### src/adc_trig_pkg.sv
// Package with register map, field layout and shared types of the sample and convert trigger block.
package adc_trig_pkg;

   // Register offsets on the plain register port.
   localparam logic [3:0] CTRL_OFFSET   = 4'h0;
   localparam logic [3:0] STATUS_OFFSET = 4'h1;
   localparam logic [3:0] MASK_OFFSET   = 4'h2;
   localparam logic [3:0] CFG_OFFSET    = 4'h3;

   // Field positions within the control register.
   localparam int DONE_BIT    = 0;
   localparam int SAMPLE_ENABLE_BIT_BIT    = 1;
   localparam int AUTO_START_SAMPLING_BIT    = 2;
   localparam int SIMSEL_BIT  = 3;
   localparam int GROUP_BIT   = 4;
   localparam int SRC_LO      = 5;
   localparam int SRC_HI      = 7;

   // Field positions within the configuration register.
   localparam int CHCNT_LO    = 0;
   localparam int CHCNT_HI    = 1;
   localparam int TWELVE_BIT  = 2;

   // Status bits (sticky events).
   localparam int EV_DONE     = 0;
   localparam int EV_START    = 1;
   localparam int EV_IGNORED  = 2;
   localparam int EV_WIDTH    = 3;

   // Reset values.
   localparam logic [15:0] CTRL_RESET = 16'h0000;
   localparam logic [15:0] CFG_RESET  = 16'h0000;
   localparam logic [EV_WIDTH-1:0] MASK_RESET = 3'h0;

   // Default cycle counts (module parameters take these).
   localparam int AUTO_COUNT_DEFAULT = 16;
   localparam int CONV_COUNT_DEFAULT = 14;

   // Trigger source inputs from the surrounding chip.
   typedef struct packed {
      logic       pattern_trigger_out_12;
      logic       pattern_trigger_out_13;
      logic       pattern_trigger_out_14;
      logic       pattern_trigger_out_15;
      logic [2:0] pwm_gen_primary;
      logic       charge_time_unit;
      logic       pwm_secondary_event;
      logic       timer5_compare;
      logic       pwm_primary_event;
      logic       timer3_compare;
      logic       ext_int0_pin;
   } trig_src_t;

   // Sample and hold control towards the converter.
   typedef struct packed {
      logic       sampling;
      logic       convert_start;
      logic [3:0] sample_together;
      logic [3:0] channel_enable;
   } sh_ctrl_t;

   typedef enum logic [2:0] {
      ST_IDLE   = 3'b001,
      ST_SAMPLE = 3'b010,
      ST_CONV   = 3'b100
   } phase_t;

endpackage

### src/adc_sample_convert_trigger.sv
// Sample and convert trigger control for a sample-and-hold converter.
//
// The address map and strobed register access were chosen for this implementation.
`timescale 1ns/1ps
module adc_sample_convert_trigger
   import adc_trig_pkg::*;
#(
   parameter int AUTO_COUNT = AUTO_COUNT_DEFAULT,
   parameter int CONV_COUNT = CONV_COUNT_DEFAULT
)(
   input  wire logic        SYS_CLK_IN,
   input  wire logic        RST_IN,
   input  wire logic [3:0]  ADDR_IN,
   input  wire logic [15:0] WDATA_IN,
   input  wire logic        WR_IN,
   input  wire logic        RD_IN,
   input  wire trig_src_t   TRIG_IN,
   output logic [15:0]      RDATA_OUT,
   output sh_ctrl_t         SH_OUT,
   output logic             IRQ_OUT
);

   ////////////////////////////////////////////////////////////////////////////
   // Registers and state.
   logic [2:0]          src_code;
   logic                group_sel;
   logic                simultaneous_sample_sel;
   logic                auto_start;
   logic                sample_en;
   logic                done;
   logic [1:0]          chan_count;
   logic                twelve_bit;
   logic [EV_WIDTH-1:0] status;
   logic [EV_WIDTH-1:0] mask;
   phase_t              phase;
   logic [15:0]         auto_cnt;
   logic [15:0]         conv_cnt;
   trig_src_t           trig_prev;

   logic                wr_ctrl;
   logic                sel_trig;
   logic                start_conv;
   logic                conv_end;
   logic                eff_simultaneous_sample_sel;
   logic [EV_WIDTH-1:0] events;

   // Rising edge of one source bit; sources are pulses or levels, so edges are used.
   function automatic logic rise(input logic now, input logic was);
      rise = now & ~was;
   endfunction

   assign wr_ctrl    = WR_IN && (ADDR_IN == CTRL_OFFSET);
   // Simultaneous sampling only counts with two or more channels and outside 12-bit mode.
   assign eff_simultaneous_sample_sel = simultaneous_sample_sel && !twelve_bit && (chan_count != 2'b00);

   ////////////////////////////////////////////////////////////////////////////
   // Trigger selection.
   always_comb begin
      sel_trig = 1'b0;
      if (group_sel) begin
         unique case (src_code)
            3'b000:  sel_trig = rise(TRIG_IN.pwm_gen_primary[0], trig_prev.pwm_gen_primary[0]);
            3'b001:  sel_trig = rise(TRIG_IN.pwm_gen_primary[1], trig_prev.pwm_gen_primary[1]);
            3'b010:  sel_trig = rise(TRIG_IN.pwm_gen_primary[2], trig_prev.pwm_gen_primary[2]);
            3'b011:  sel_trig = rise(TRIG_IN.pattern_trigger_out_12, trig_prev.pattern_trigger_out_12);
            3'b100:  sel_trig = rise(TRIG_IN.pattern_trigger_out_13, trig_prev.pattern_trigger_out_13);
            3'b101:  sel_trig = rise(TRIG_IN.pattern_trigger_out_14, trig_prev.pattern_trigger_out_14);
            3'b110:  sel_trig = rise(TRIG_IN.pattern_trigger_out_15, trig_prev.pattern_trigger_out_15);
            3'b111:  sel_trig = 1'b0; // Reserved code never triggers.
         endcase
      end else begin
         unique case (src_code)
            3'b000:  sel_trig = 1'b0; // Manual mode is handled by the write path.
            3'b001:  sel_trig = rise(TRIG_IN.ext_int0_pin, trig_prev.ext_int0_pin);
            3'b010:  sel_trig = rise(TRIG_IN.timer3_compare, trig_prev.timer3_compare);
            3'b011:  sel_trig = rise(TRIG_IN.pwm_primary_event, trig_prev.pwm_primary_event);
            3'b100:  sel_trig = rise(TRIG_IN.timer5_compare, trig_prev.timer5_compare);
            3'b101:  sel_trig = rise(TRIG_IN.pwm_secondary_event, trig_prev.pwm_secondary_event);
            3'b110:  sel_trig = rise(TRIG_IN.charge_time_unit, trig_prev.charge_time_unit);
            3'b111:  sel_trig = (auto_cnt == 16'(AUTO_COUNT - 1));
         endcase
      end
   end

   // A conversion starts only from sampling; in manual mode by writing the sample bit to zero.
   always_comb begin
      start_conv = 1'b0;
      if (phase == ST_SAMPLE) begin
         if (src_code == 3'b000 && !group_sel)
            start_conv = wr_ctrl && !WDATA_IN[SAMPLE_ENABLE_BIT_BIT];
         else
            start_conv = sel_trig;
      end
   end

   assign conv_end = (phase == ST_CONV) && (conv_cnt == 16'(CONV_COUNT - 1));
   assign events   = {(sel_trig && phase != ST_SAMPLE), start_conv, conv_end};

   // Edge history of the trigger sources.
   always_ff @(posedge SYS_CLK_IN or posedge RST_IN) begin
      if (RST_IN)
         trig_prev <= '0;
      else
         trig_prev <= TRIG_IN;
   end

   ////////////////////////////////////////////////////////////////////////////
   // Phase sequencer and cycle counters.
   always_ff @(posedge SYS_CLK_IN or posedge RST_IN) begin
      if (RST_IN) begin
         phase    <= ST_IDLE;
         auto_cnt <= 16'h0000;
         conv_cnt <= 16'h0000;
      end else begin
         unique case (phase)
            ST_IDLE: begin
               auto_cnt <= 16'h0000;
               if (sample_en || (wr_ctrl && WDATA_IN[SAMPLE_ENABLE_BIT_BIT]))
                  phase <= ST_SAMPLE;
            end
            ST_SAMPLE: begin
               auto_cnt <= auto_cnt + 16'h0001; // Sample time for auto-convert.
               if (start_conv) begin
                  phase    <= ST_CONV;
                  conv_cnt <= 16'h0000;
               end
            end
            ST_CONV: begin
               conv_cnt <= conv_cnt + 16'h0001;
               if (conv_end) begin
                  auto_cnt <= 16'h0000;
                  phase    <= auto_start ? ST_SAMPLE : ST_IDLE;
               end
            end
         endcase
      end
   end

   ////////////////////////////////////////////////////////////////////////////
   // Control, configuration and mask register fields.
   always_ff @(posedge SYS_CLK_IN or posedge RST_IN) begin
      if (RST_IN) begin
         src_code   <= CTRL_RESET[SRC_HI:SRC_LO];
         group_sel  <= CTRL_RESET[GROUP_BIT];
         simultaneous_sample_sel     <= CTRL_RESET[SIMSEL_BIT];
         auto_start <= CTRL_RESET[AUTO_START_SAMPLING_BIT];
         chan_count <= CFG_RESET[CHCNT_HI:CHCNT_LO];
         twelve_bit <= CFG_RESET[TWELVE_BIT];
         mask       <= MASK_RESET;
      end else begin
         if (wr_ctrl) begin
            src_code   <= WDATA_IN[SRC_HI:SRC_LO];
            group_sel  <= WDATA_IN[GROUP_BIT];
            simultaneous_sample_sel     <= WDATA_IN[SIMSEL_BIT];
            auto_start <= WDATA_IN[AUTO_START_SAMPLING_BIT];
         end
         if (WR_IN && ADDR_IN == CFG_OFFSET) begin
            chan_count <= WDATA_IN[CHCNT_HI:CHCNT_LO];
            twelve_bit <= WDATA_IN[TWELVE_BIT];
         end
         if (WR_IN && ADDR_IN == MASK_OFFSET)
            mask <= WDATA_IN[EV_WIDTH-1:0];
      end
   end

   // Sample enable bit: hardware clear on trigger, hardware set on auto-start.
   always_ff @(posedge SYS_CLK_IN or posedge RST_IN) begin
      if (RST_IN)
         sample_en <= CTRL_RESET[SAMPLE_ENABLE_BIT_BIT];
      else if (start_conv)
         sample_en <= 1'b0;
      else if (conv_end && auto_start)
         sample_en <= 1'b1;
      else if (wr_ctrl && phase != ST_CONV)
         sample_en <= WDATA_IN[SAMPLE_ENABLE_BIT_BIT];
   end

   // Done flag: set wins over a software clear; software can never set it.
   always_ff @(posedge SYS_CLK_IN or posedge RST_IN) begin
      if (RST_IN)
         done <= CTRL_RESET[DONE_BIT];
      else if (conv_end)
         done <= 1'b1;
      else if (start_conv)
         done <= 1'b0;
      else if (wr_ctrl && !WDATA_IN[DONE_BIT])
         done <= 1'b0; // Only the flag changes, the sequencer is untouched.
   end

   ////////////////////////////////////////////////////////////////////////////
   // Sticky event status, write one to clear; a new event wins over the clear.
   always_ff @(posedge SYS_CLK_IN or posedge RST_IN) begin
      if (RST_IN)
         status <= '0;
      else if (WR_IN && ADDR_IN == STATUS_OFFSET)
         status <= (status & ~WDATA_IN[EV_WIDTH-1:0]) | events;
      else
         status <= status | events;
   end

   always_ff @(posedge SYS_CLK_IN or posedge RST_IN) begin
      if (RST_IN)
         IRQ_OUT <= 1'b0;
      else
         IRQ_OUT <= |(status & mask);
   end

   ////////////////////////////////////////////////////////////////////////////
   // Converter side outputs, registered.
   always_ff @(posedge SYS_CLK_IN or posedge RST_IN) begin
      if (RST_IN)
         SH_OUT <= '0;
      else begin
         SH_OUT.sampling      <= sample_en;
         SH_OUT.convert_start <= start_conv;
         unique case (chan_count)
            2'b00:   SH_OUT.channel_enable <= 4'h1;
            2'b01:   SH_OUT.channel_enable <= 4'h3;
            default: SH_OUT.channel_enable <= 4'hf;
         endcase
         // Together mask: all enabled channels at once, or none meaning one by one.
         if (eff_simultaneous_sample_sel)
            SH_OUT.sample_together <= chan_count[1] ? 4'hf : 4'h3;
         else
            SH_OUT.sample_together <= 4'h0;
      end
   end

   ////////////////////////////////////////////////////////////////////////////
   // Read port; data valid the cycle after the read strobe.
   always_ff @(posedge SYS_CLK_IN or posedge RST_IN) begin
      if (RST_IN)
         RDATA_OUT <= 16'h0000;
      else if (RD_IN) begin
         unique case (ADDR_IN)
            CTRL_OFFSET:   RDATA_OUT <= {8'h00, src_code, group_sel, simultaneous_sample_sel && !twelve_bit, auto_start, sample_en, done};
            STATUS_OFFSET: RDATA_OUT <= {13'h0000, status};
            MASK_OFFSET:   RDATA_OUT <= {13'h0000, mask};
            CFG_OFFSET:    RDATA_OUT <= {13'h0000, twelve_bit, chan_count};
            default:       RDATA_OUT <= 16'h0000;
         endcase
      end else
         RDATA_OUT <= 16'h0000;
   end

endmodule

### config.mk
export PLATFORM = sky130hd
export DESIGN_NAME = adc_sample_convert_trigger
export DESIGN_NICKNAME = d
export VERILOG_FILES = /design/src/adc_trig_pkg.sv /design/src/adc_sample_convert_trigger.sv
export SDC_FILE = /design/constraint.sdc
export NUM_CORES = 1
export LEC_CHECK = 0
export ABC_AREA = 1
export BUFFER_PORTS_ARGS = -buffer_cell sky130_fd_sc_hd__buf_2
export CAP_MARGIN = 10
export CELL_PAD_IN_SITES_DETAIL_PLACEMENT = 0
export CELL_PAD_IN_SITES_GLOBAL_PLACEMENT = 1
export CORE_ASPECT_RATIO = 1.1
export CORE_MARGIN = 4
export CORE_UTILIZATION = 45
export DETAILED_ROUTE_END_ITERATION = 10
export PLACE_DENSITY_LB_ADDON = 0.05
export SYNTH_ARGS = -nofsm -noshare
export SYNTH_HDL_FRONTEND = slang
export SYNTH_SLANG_ARGS = --single-unit
### constraint.sdc
create_clock -name SYS_CLK_IN -period 3.7 [get_ports SYS_CLK_IN]
set_input_delay 0 -clock SYS_CLK_IN [delete_from_list [all_inputs] [get_ports SYS_CLK_IN]]
set_output_delay 0 -clock SYS_CLK_IN [all_outputs]
set_load 0.02 [all_outputs]
==> results of run 1 <==
## metrics by stage
stage          util [%]  setup slack [ns]  instances  hold WS, ns
2_1_floorplan         -              1.62        503       0.0314
3_3_place_gp       49.4              1.60        649        0.122
3_5_place_dp       49.4              1.55        649        0.124
4_1_cts            54.7              1.53        687       0.0263
5_1_grt            54.7              1.34        687       0.0686
6_report           54.7              1.61        687       0.0395
## placed cells by master (no fill, tap or decap), types with 5 or more instances in the layout
cell type,n
or2_2,5
clkbuf_8,10
inv_2,6
nor2_2,7
dfrtp_1,80
nor4_1,7
nand4_1,19
buf_2,47
conb_1,9
o22ai_1,8
nand2_2,17
o21ai_0,32
inv_1,65
nor3_1,6
nand3_1,39
nor2_1,45
a21oi_1,6
dlygate4sd3_1,22
nand2_1,103
xor2_1,10
## metal layers
layer	track usage [%]	wire [µm]
met1	23.3	4230
met2	30.0	4310
met3	2.59	303
met4	6.63	146
met5	0	0
## cell type report
type	instances	area, µm²	area share (%)
Clock inverter	5	103	2.12
Clock buffer	11	141	2.93
Tap cell	114	143	2.95
Sequential cell	81	2030	42.0
Inverter	72	272	5.62
Multi-Input combinational cell	333	1670	34.6
Timing Repair Buffer	71	470	9.74
## logic make-up (layout without fill, tap and decap cells)
| logic type | count (synthesis) | count (layout) |
|---|---|---|
| fa+ha+maj | 3 | 3 |
| simple gates | 254 | 254 |
| buf+inv | 89 | 159 |
| compound gates | 57 | 57 |
| flops | 81 | 81 |
| other cells | 2 | 9 |
| xor+xnor | 10 | 10 |
## critical path: stages (launching register included)
cell and delay, ns:
dfrtp_1 0.41, nor3_2 0.55, buf_4 0.28, nand2_1 0.28, inv_1 0.33, nand2_1 0.07
o21ai_0 0.08
## power by group through the flow
stage | Combinational [mW] | Sequential (mW) | Clock (mW)
final | 0.567 | 1.08 | 0.787
after global routing | 0.646 | 1.09 | 0.839
after CTS | 0.580 | 1.08 | 0.805
after detailed placement | 0.559 | 1.10 | 0
after global placement | 0.548 | 1.09 | 0
after floorplan | 0.427 | 1.10 | 0
## registers in the layout (all words and copies together), names as in the netlist, 2 cells and up
name        count
conv_cnt       16
trig_prev      13
status          3
SH_OUT          7
auto_cnt       16
phase           3
RDATA_OUT       8
src_code        3
mask            3
chan_count      2
## worst paths after layout
path / startpoint / cells after the start / to
setup / recovery: phase[1]$_DFFE_PP0P_ / 6 / auto_cnt[8]$_DFFE_PP0P_
hold / removal: WR_IN / 4 / status[0]$_DFF_PP0_
setup reg to reg: phase[1]$_DFFE_PP0P_ / 6 / auto_cnt[8]$_DFFE_PP0P_
hold reg to reg: chan_count[1]$_DFFE_PP0P_ / 0 / SH_OUT[2]$_DFF_PP0_
max in group asynchronous: RST_IN / 4 / twelve_bit$_DFFE_PP0P_
min in group asynchronous: RST_IN / 3 / auto_cnt[14]$_DFFE_PP0P_
## timing repair
| item | in CTS | in global routing |
|---|---|---|
| hold endpoints to repair | 79 | 0 |
| hold buffers | 22 | 0 |
| resized for setup | 0 | 0 |
==> metrics.md, run 1 <==
| Metric | Value |
|---|---|
| Clk pwr share | 32.3% |
| Io pins | 64 |
| Max Fanout on Critical Path | 12 |
| CTS tree | done |
| Number of distinct library cells after synthesis | 32 |
| Number of flops mapped to enable cells by yosys | 0 |
| Ys flop type | dfrtp_1 |
| Placed Area | 4370 µm² |
| Status | completed |
| Area Overhead vs Synth | 18.8% |
| Worst Setup End Kind | flip-flop |
| Simple-gate share of the synthesized area | 29.3% |
| Cell area after synthesis | 4070 µm² |
| Worst reg-to-reg setup slack | 1.61 ns |
| Antenna violations before repair | 0 |
| TritonCTS buffer count | 9 |
| Final Wtd Congestion | 0.837 |
| Dpl hpwl | 6400 µm |
| Clk_skew | 0.00854 ns |
| Sw power | 0.804 mW |
| CTS Root Cell | clkbuf_8 |
| Core box area | 8830 µm² |
| Clock Tree Buf Depth | 2 |
| Drt first pass iters | 4 |
| Mux cell area share after synthesis | 0% |
| Die H | 108 µm |
| Fraction of layout instances using a drive strength above 1 | 18.3% |
| Antenna cells | 0 |
| PortBufs | 47 |
| DRC | 0 |
| Vias in the first global route | 3,348 |
| Top-count cell post-synth | nand2_1 |
| Fill cell count | 884 |
| Worst Max-Slew Pin Slew | 0.910 ns |
| Final slew viol count | 0 |
| 1st-iter DRT viols | 128 |
| Critical path startpoint category | flip-flop |
| Share of the yosys chip area belonging to registers | 49.9% |
| Num rows | 36 |
| Yosys reg bits | 81 |
| Power, Total | 2.43 mW |
| Adder-Cell Fraction of Synth Area | 0.923% |
| Pwr per Cell Area | 504 nW/µm² |
| Remaining antenna violation count after routing | 0 |
| RSZ-0062 raised after global routing | no |
| Final-stage net count | 608 |
| Reg power frac | 44.4% |
| DR vias/cell | 4.91 |
| Die area | 10,600 µm² |
| Post-synth top area cell | dfrtp_1 |
| Finished Cell Area | 4830 µm² |
| Die extent in x | 98.6 µm |
| Pleak | 2.42 nW |
| Combinational Power Share | 23.3% |
| Fin crit share | 56.5% |
| Final hold vios | 0 |
| Hold Path Class | input pin to flip-flop |
| Minimum clock period | 2.09 ns |
| Synthesized instance count | 496 |
| Clock Latency Late Sink | 0.35 ns |
| Htree depth | 3 |
| Setup tns final | 0 ns |
| Xor/xnor share of the synthesized area | 2.15% |
| Drt wl/cell | 13.1 µm |
| Initial Util | 46.1% |
| Total grt overflow | 0 |
| Slew HR | 39.3% |
| CP arrival | 2.35 ns |
| CTS sink count | 81 |
| Sw frac | 33.1% |
| Post-Route WL | 9000 µm |
| Worst endpoint required time | 3.96 ns |
| Top cells by area, synth | dfrtp_1, nand2_1, inv_1 |
| GRT Total Usage | 17.8% |
| Synth top cells by count | nand2_1, dfrtp_1, inv_1, nor2_1, nand3_1 |
| VDD IR-drop max | 0.000187 V |
| Reg clk slew, reported paths | 0.08 ns |
| Post-CTS Setup Repair Bufs | 0 |
| Achievable Freq | 478 MHz |
| Avg Cell Area, Syn | 8.20 µm² |
| Synth Area in Compound Gates | 7.97% |
| Vias | 3,370 |
| Global-route wire length before repair | 15,400 µm |
| P_int | 1.63 mW |
| FFs w/ async S/R, synth | 100% |
| # Max-Cap Violations | 0 |
| Largest family of logic cells by synthesized area | simple AND/OR/NAND/NOR gates |
| Setup violations, final | 0 |
| Kind of critical path | flip-flop to flip-flop |
| Largest net degree at the start of global routing | 53 |
| Top-area cell type share of the netlist area | 49.2% |
| Ys Warns | 0 |
Note: power is estimated with default switching activity, not from simulation.
==> inputs of run 2 (changes only) <==
CORE_UTILIZATION = 42   (was 45)
clock period = 2.05 ns   (was 3.7 ns; I/O delays follow)
==> metrics.md, run 2 (synthesis gave the netlist of run 1 again) <==
| Metric | Value |
|---|---|
| Status | completed |
| Hold WS | 0.0300 ns |
| Fin crit share | 89.6% |
| Die H | 111 µm |
| Pleak | 2.44 nW |
| Drt first pass iters | 4 |
| CTS sink count | 81 |
| GRT Total Usage | 16.9% |
| Cts hold-fix bufs | 22 |
| Clock Tree Buf Depth | 2 |
| Largest net degree at the start of global routing | 82 |
| Die extent in x | 102 µm |
| Worst reg-to-reg setup slack | 0.21 ns |
| R2r endpoint | conv_cnt[9]$_DFFE_PP0P_ |
| RSZ-0062 raised after global routing | no |
| Htree depth | 3 |
| Kind of critical path | flip-flop to flip-flop |
| Reg clk slew, reported paths | 0.08 ns |
| Minimum clock period | 1.84 ns |
| Worst Setup End Kind | flip-flop |
| Post-cts sizing count | 0 |
| Biggest regs | auto_cnt: 16 flops, conv_cnt: 16 flops, trig_prev: 13 flops |
| R2R depth | 10 |
| Worst endpoint required time | 2.29 ns |
| Antenna cells | 0 |
| Commonest cells after routing, fill and taps aside | nand2_1, dfrtp_1, inv_1 |
| Pwr per Cell Area | 893 nW/µm² |
| Final slew viol count | 0 |
| Remaining antenna violation count after routing | 0 |
| DRC | 0 |
| Vias | 3,387 |
| Global-route wire length before repair | 15,300 µm |
| # Max-Cap Violations | 0 |
| Fraction of layout instances using a drive strength above 1 | 19.2% |
| Worst R2R Start | auto_cnt[1]$_DFFE_PP0P_ |
| Area Overhead vs Synth | 19.8% |
| Hold Path Class | input pin to flip-flop |
| Final-stage net count | 613 |
| Setup tns final | 0 ns |
| Drt wl/cell | 13.1 µm |
| VDD IR-drop max | 0.000360 V |
| Total grt overflow | 0 |
| Fill cell count | 919 |
| CTS tree | done |
| Core box area | 9400 µm² |
| Die area | 11,300 µm² |
| Num rows | 37 |
| Most common cell after layout, fill and taps aside | nand2_1 |
| Dpl hpwl | 6420 µm |
| Antenna violations before repair | 0 |
| PortBufs | 47 |
| Final Wtd Congestion | 0.818 |
| Critical path startpoint category | flip-flop |
| Vias in the first global route | 3,335 |
| Post-CTS Setup Repair Bufs | 0 |
| DR vias/cell | 4.87 |
| Clock Latency Late Sink | 0.35 ns |
| Setup violations, final | 0 |
| Clk_skew | 0.00736 ns |
| Post-Route WL | 9100 µm |
| Achievable Freq | 545 MHz |
| Max Fanout on Critical Path | 16 |
| CTS Root Cell | clkbuf_8 |
| 1st-iter DRT viols | 125 |
| TritonCTS buffer count | 9 |
| HP Start | WR_IN |
| Initial Util | 43.3% |
| Worst Hold Path EP | status[1]$_DFF_PP0_ |
| Final hold vios | 0 |
| CP arrival | 2.08 ns |
| Hold Path Depth | 4 |
| Io pins | 64 |
## run 2: changes by cell type in the layout (fill, tap and decap cells not counted)
cell and delta:
clkbuf_1 -1, clkbuf_8 +1, bufinv_16 -1, clkinvlp_4 +1
buf_12 +1, buf_4 +4
## run 2: metrics by stage
stage	std cells	power (mW)	instance area [µm²]	utilization, %	setup slack (ns)
2_1_floorplan	503	2.76	4100	-	0.398
3_3_place_gp	657	3.01	4420	47.1	0.254
3_5_place_dp	657	3.03	4420	47.1	0.209
4_1_cts	695	4.42	4870	51.8	0.192
5_1_grt	695	4.63	4870	51.8	0.000204
6_report	695	4.35	4870	51.8	0.214
## run 2: power by group
group	total, mW	switching (mW)	leakage [nW]	internal (mW)
clock	1.34	0.591	0.115	0.749
combinational	1.08	0.728	1.27	0.351
sequential	1.93	0.150	1.05	1.78
total	4.35	1.47	2.44	2.88
## run 2: worst max-delay path by stage
| stage | end | slack [ns] | startpoint | cells past startpoint |
|---|---|---|---|---|
| floorplan | conv_cnt[4]$_DFFE_PP0P_ | 0.40 | auto_cnt[0]$_DFFE_PP0P_ | 11 |
| global placement | conv_cnt[9]$_DFFE_PP0P_ | 0.25 | auto_cnt[1]$_DFFE_PP0P_ | 10 |
| detailed placement | conv_cnt[9]$_DFFE_PP0P_ | 0.21 | auto_cnt[1]$_DFFE_PP0P_ | 10 |
| CTS | conv_cnt[9]$_DFFE_PP0P_ | 0.19 | auto_cnt[1]$_DFFE_PP0P_ | 10 |
| global route | conv_cnt[9]$_DFFE_PP0P_ | 0.0002 | auto_cnt[1]$_DFFE_PP0P_ | 10 |
| finish | conv_cnt[9]$_DFFE_PP0P_ | 0.21 | auto_cnt[1]$_DFFE_PP0P_ | 10 |
## run 2: area by class of cell
type / count / area (µm²) / area share, %
Sequential cell: 81 / 2030 / 41.6
Multi-Input combinational cell: 333 / 1670 / 34.3
Timing Repair Buffer: 76 / 520 / 10.7
Inverter: 72 / 274 / 5.63
Clock buffer: 11 / 151 / 3.11
Tap cell: 117 / 146 / 3.01
Clock inverter: 5 / 77.6 / 1.59
## run 2: critical path, cell delays in order, from the launching register on
cell and delay (ns):
dfrtp_1 0.42, ha_1 0.26, nand3_1 0.15, nor2_1 0.16, nand3_1 0.10, nand4_1 0.15, nand2_4 0.08, nand3_4 0.08
nand2_4 0.16, nand2_1 0.10, nand2_1 0.05
## run 2: layer usage
metal	vias to the layer above	track usage (%)	share of wire, %
met5	-	0	0
met4	0	6.04	1.7
met3	10	2.64	3.1
met2	54	27.3	47
met1	1582	22.8	48
li1	1741	-	-
==> inputs of run 3 (changes only) <==
--- a/config.mk
+++ b/config.mk
@@ -13,5 +13,6 @@
 export CORE_ASPECT_RATIO = 1.1
 export CORE_MARGIN = 4
-export CORE_UTILIZATION = 42
+export CORE_UTILIZATION = 30
+export CTS_CLUSTER_DIAMETER = 50
 export DETAILED_ROUTE_END_ITERATION = 10
 export PLACE_DENSITY_LB_ADDON = 0.05
==> constraint.sdc (replaced) <==
create_clock -name SYS_CLK_IN -period 2.05 [get_ports SYS_CLK_IN]
set_input_delay 0.1025 -clock SYS_CLK_IN [delete_from_list [all_inputs] [get_ports SYS_CLK_IN]]
set_output_delay 0.1025 -clock SYS_CLK_IN [all_outputs]
set_load 0.02 [all_outputs]
==> metrics.md, run 3 (synthesis gave the netlist of run 1 again) <==
| Metric | Value |
|---|---|
| Setup violations, final | 0 |
| Vias | 3,332 |
| Pwr per Cell Area | 956 nW/µm² |
| Num rows | 44 |
| Post-Route WL | 9670 µm |
| Clock Tree Buf Depth | 2 |
| Area occupied by multi-input gates | 1670 µm² |
| Cells along the critical path | ha_1, nand3_1, nor2_1, nand3_1, nand4_1, nand2_4, nand3_4, nand2_4, nand2_1, nand2_1 |
| PortBufs | 47 |
| Remaining antenna violation count after routing | 0 |
| Post-CTS Setup Repair Bufs | 0 |
| Global-route wire length before repair | 16,700 µm |
| Final-stage net count | 613 |
| Fill cell count | 1,394 |
| Achievable Freq | 566 MHz |
| Total grt overflow | 0 |
| CTS sink count | 81 |
| Die area | 15,500 µm² |
| Drt first pass iters | 4 |
| DRC | 0 |
| Core box area | 13,300 µm² |
| R2R depth | 10 |
| Minimum clock period | 1.77 ns |
| CTS Root Cell | clkbuf_16 |
| Area Overhead vs Synth | 24.2% |
| Drt wl/cell | 12.7 µm |
| GRT Total Usage | 13.5% |
| RSZ-0062 raised after global routing | no |
| Final hold vios | 0 |
| Slowest-stage cell, CP | dfrtp_1 |
| CP arrival | 2.00 ns |
| Reg clk slew, reported paths | 0.07 ns |
| Commonest cells after routing, fill and taps aside | nand2_1, dfrtp_1, inv_1 |
| Io pins | 64 |
| Finished Cell Area | 5050 µm² |
| Worst endpoint required time | 2.28 ns |
| CTS tree | done |
| Kind of critical path | flip-flop to flip-flop |
| Most common cell after layout, fill and taps aside | nand2_1 |
| Hold Path Depth | 3 |
| Final slew viol count | 0 |
| Worst Setup End Kind | flip-flop |
| Placed Area | 4520 µm² |
| Fin crit share | 86.2% |
| HP Start | RD_IN |
| Largest net degree at the start of global routing | 82 |
| VDD IR-drop max | 0.000307 V |
| Die H | 130 µm |
| Htree depth | 3 |
| Clk_skew | 0.00773 ns |
| Dpl hpwl | 7020 µm |
| Critical path startpoint category | flip-flop |
| Status | completed |
| Biggest regs | auto_cnt: 16 flops, conv_cnt: 16 flops, trig_prev: 13 flops |
| Worst Hold Path EP | RDATA_OUT[2]$_DFF_PP0_ |
| Antenna cells | 0 |
| Pleak | 2.48 nW |
| # Max-Cap Violations | 0 |
| Worst R2R Start | auto_cnt[1]$_DFFE_PP0P_ |
| Setup tns final | 0 ns |
| Clock Latency Late Sink | 0.34 ns |
| Post-place setup slack | 0.252 ns |
| Vias in the first global route | 3,360 |
| TritonCTS buffer count | 9 |
| Antenna violations before repair | 0 |
| R2r endpoint | conv_cnt[9]$_DFFE_PP0P_ |
| DR vias/cell | 4.37 |
| Hold Path Class | input pin to flip-flop |
| Initial Util | 30.6% |
| 1st-iter DRT viols | 152 |
| Crit-path max cell delay | 0.41 ns |
| Fin worst setup slack | 0.282 ns |
| Fraction of layout instances using a drive strength above 1 | 19.6% |
| Power, Total | 4.83 mW |
| Final Wtd Congestion | 0.762 |
| Worst reg-to-reg setup slack | 0.28 ns |
| Register Area | 2030 µm² |
| Max Fanout on Critical Path | 16 |
| Die extent in x | 119 µm |
run 3: cell type report:
cell class              instances  area share (%)
well taps                     184            4.56
flip-flops and latches         81            40.2
clock inverters                 6            1.81
multi-input cells             333            33.1
inverters                      72            5.42
repair buffers                 76            10.2
clock buffers                  10            4.73
run 3: how the worst max path moves through the flow:
stage	end	depth (start not counted)	start	slack [ns]
after global routing	conv_cnt[10]$_DFFE_PP0P_	10	auto_cnt[1]$_DFFE_PP0P_	0.04
final	conv_cnt[9]$_DFFE_PP0P_	10	auto_cnt[1]$_DFFE_PP0P_	0.28
after detailed placement	conv_cnt[9]$_DFFE_PP0P_	10	auto_cnt[1]$_DFFE_PP0P_	0.25
after CTS	conv_cnt[9]$_DFFE_PP0P_	10	auto_cnt[1]$_DFFE_PP0P_	0.25
after floorplan	conv_cnt[4]$_DFFE_PP0P_	11	auto_cnt[0]$_DFFE_PP0P_	0.40
after global placement	conv_cnt[9]$_DFFE_PP0P_	10	auto_cnt[1]$_DFFE_PP0P_	0.27
run 3: repair_timing:
item                      in CTS  in global routing
hold buffers                  20                  0
hold endpoints to repair      99                  0
gates resized for setup        0                  0
run 3: report_power, final:
| group | internal (mW) | switching, mW |
|---|---|---|
| logic | 0.357 | 0.750 |
| registers | 1.79 | 0.149 |
| clock network | 1.10 | 0.684 |
| total | 3.24 | 1.58 |
run 3: per-layer routing:
layer / vias to the layer above / track usage, % / wire (µm)
met2: 55 / 21.7 / 4390
met4: 0 / 6.34 / 195
met5: - / 0 / 0
li1: 1742 / - / -
met1: 1522 / 17.8 / 4740
met3: 13 / 2.56 / 335
run 3: worst max-delay path: cells and delay by family (launching register included):
kind	cells	cell delay (ns)
fa+ha+maj	1	0.19
flops	1	0.41
simple gates	9	1.03
run 3: per-stage QoR:
step	cells	utilization (%)	hold WS, ns
after global placement	726	34.1	0.224
after CTS	762	38.1	0.0142
after detailed placement	726	34.1	0.226
final	762	38.1	0.0216
after global routing	762	38.1	0.0523
after floorplan	503	-	0.134
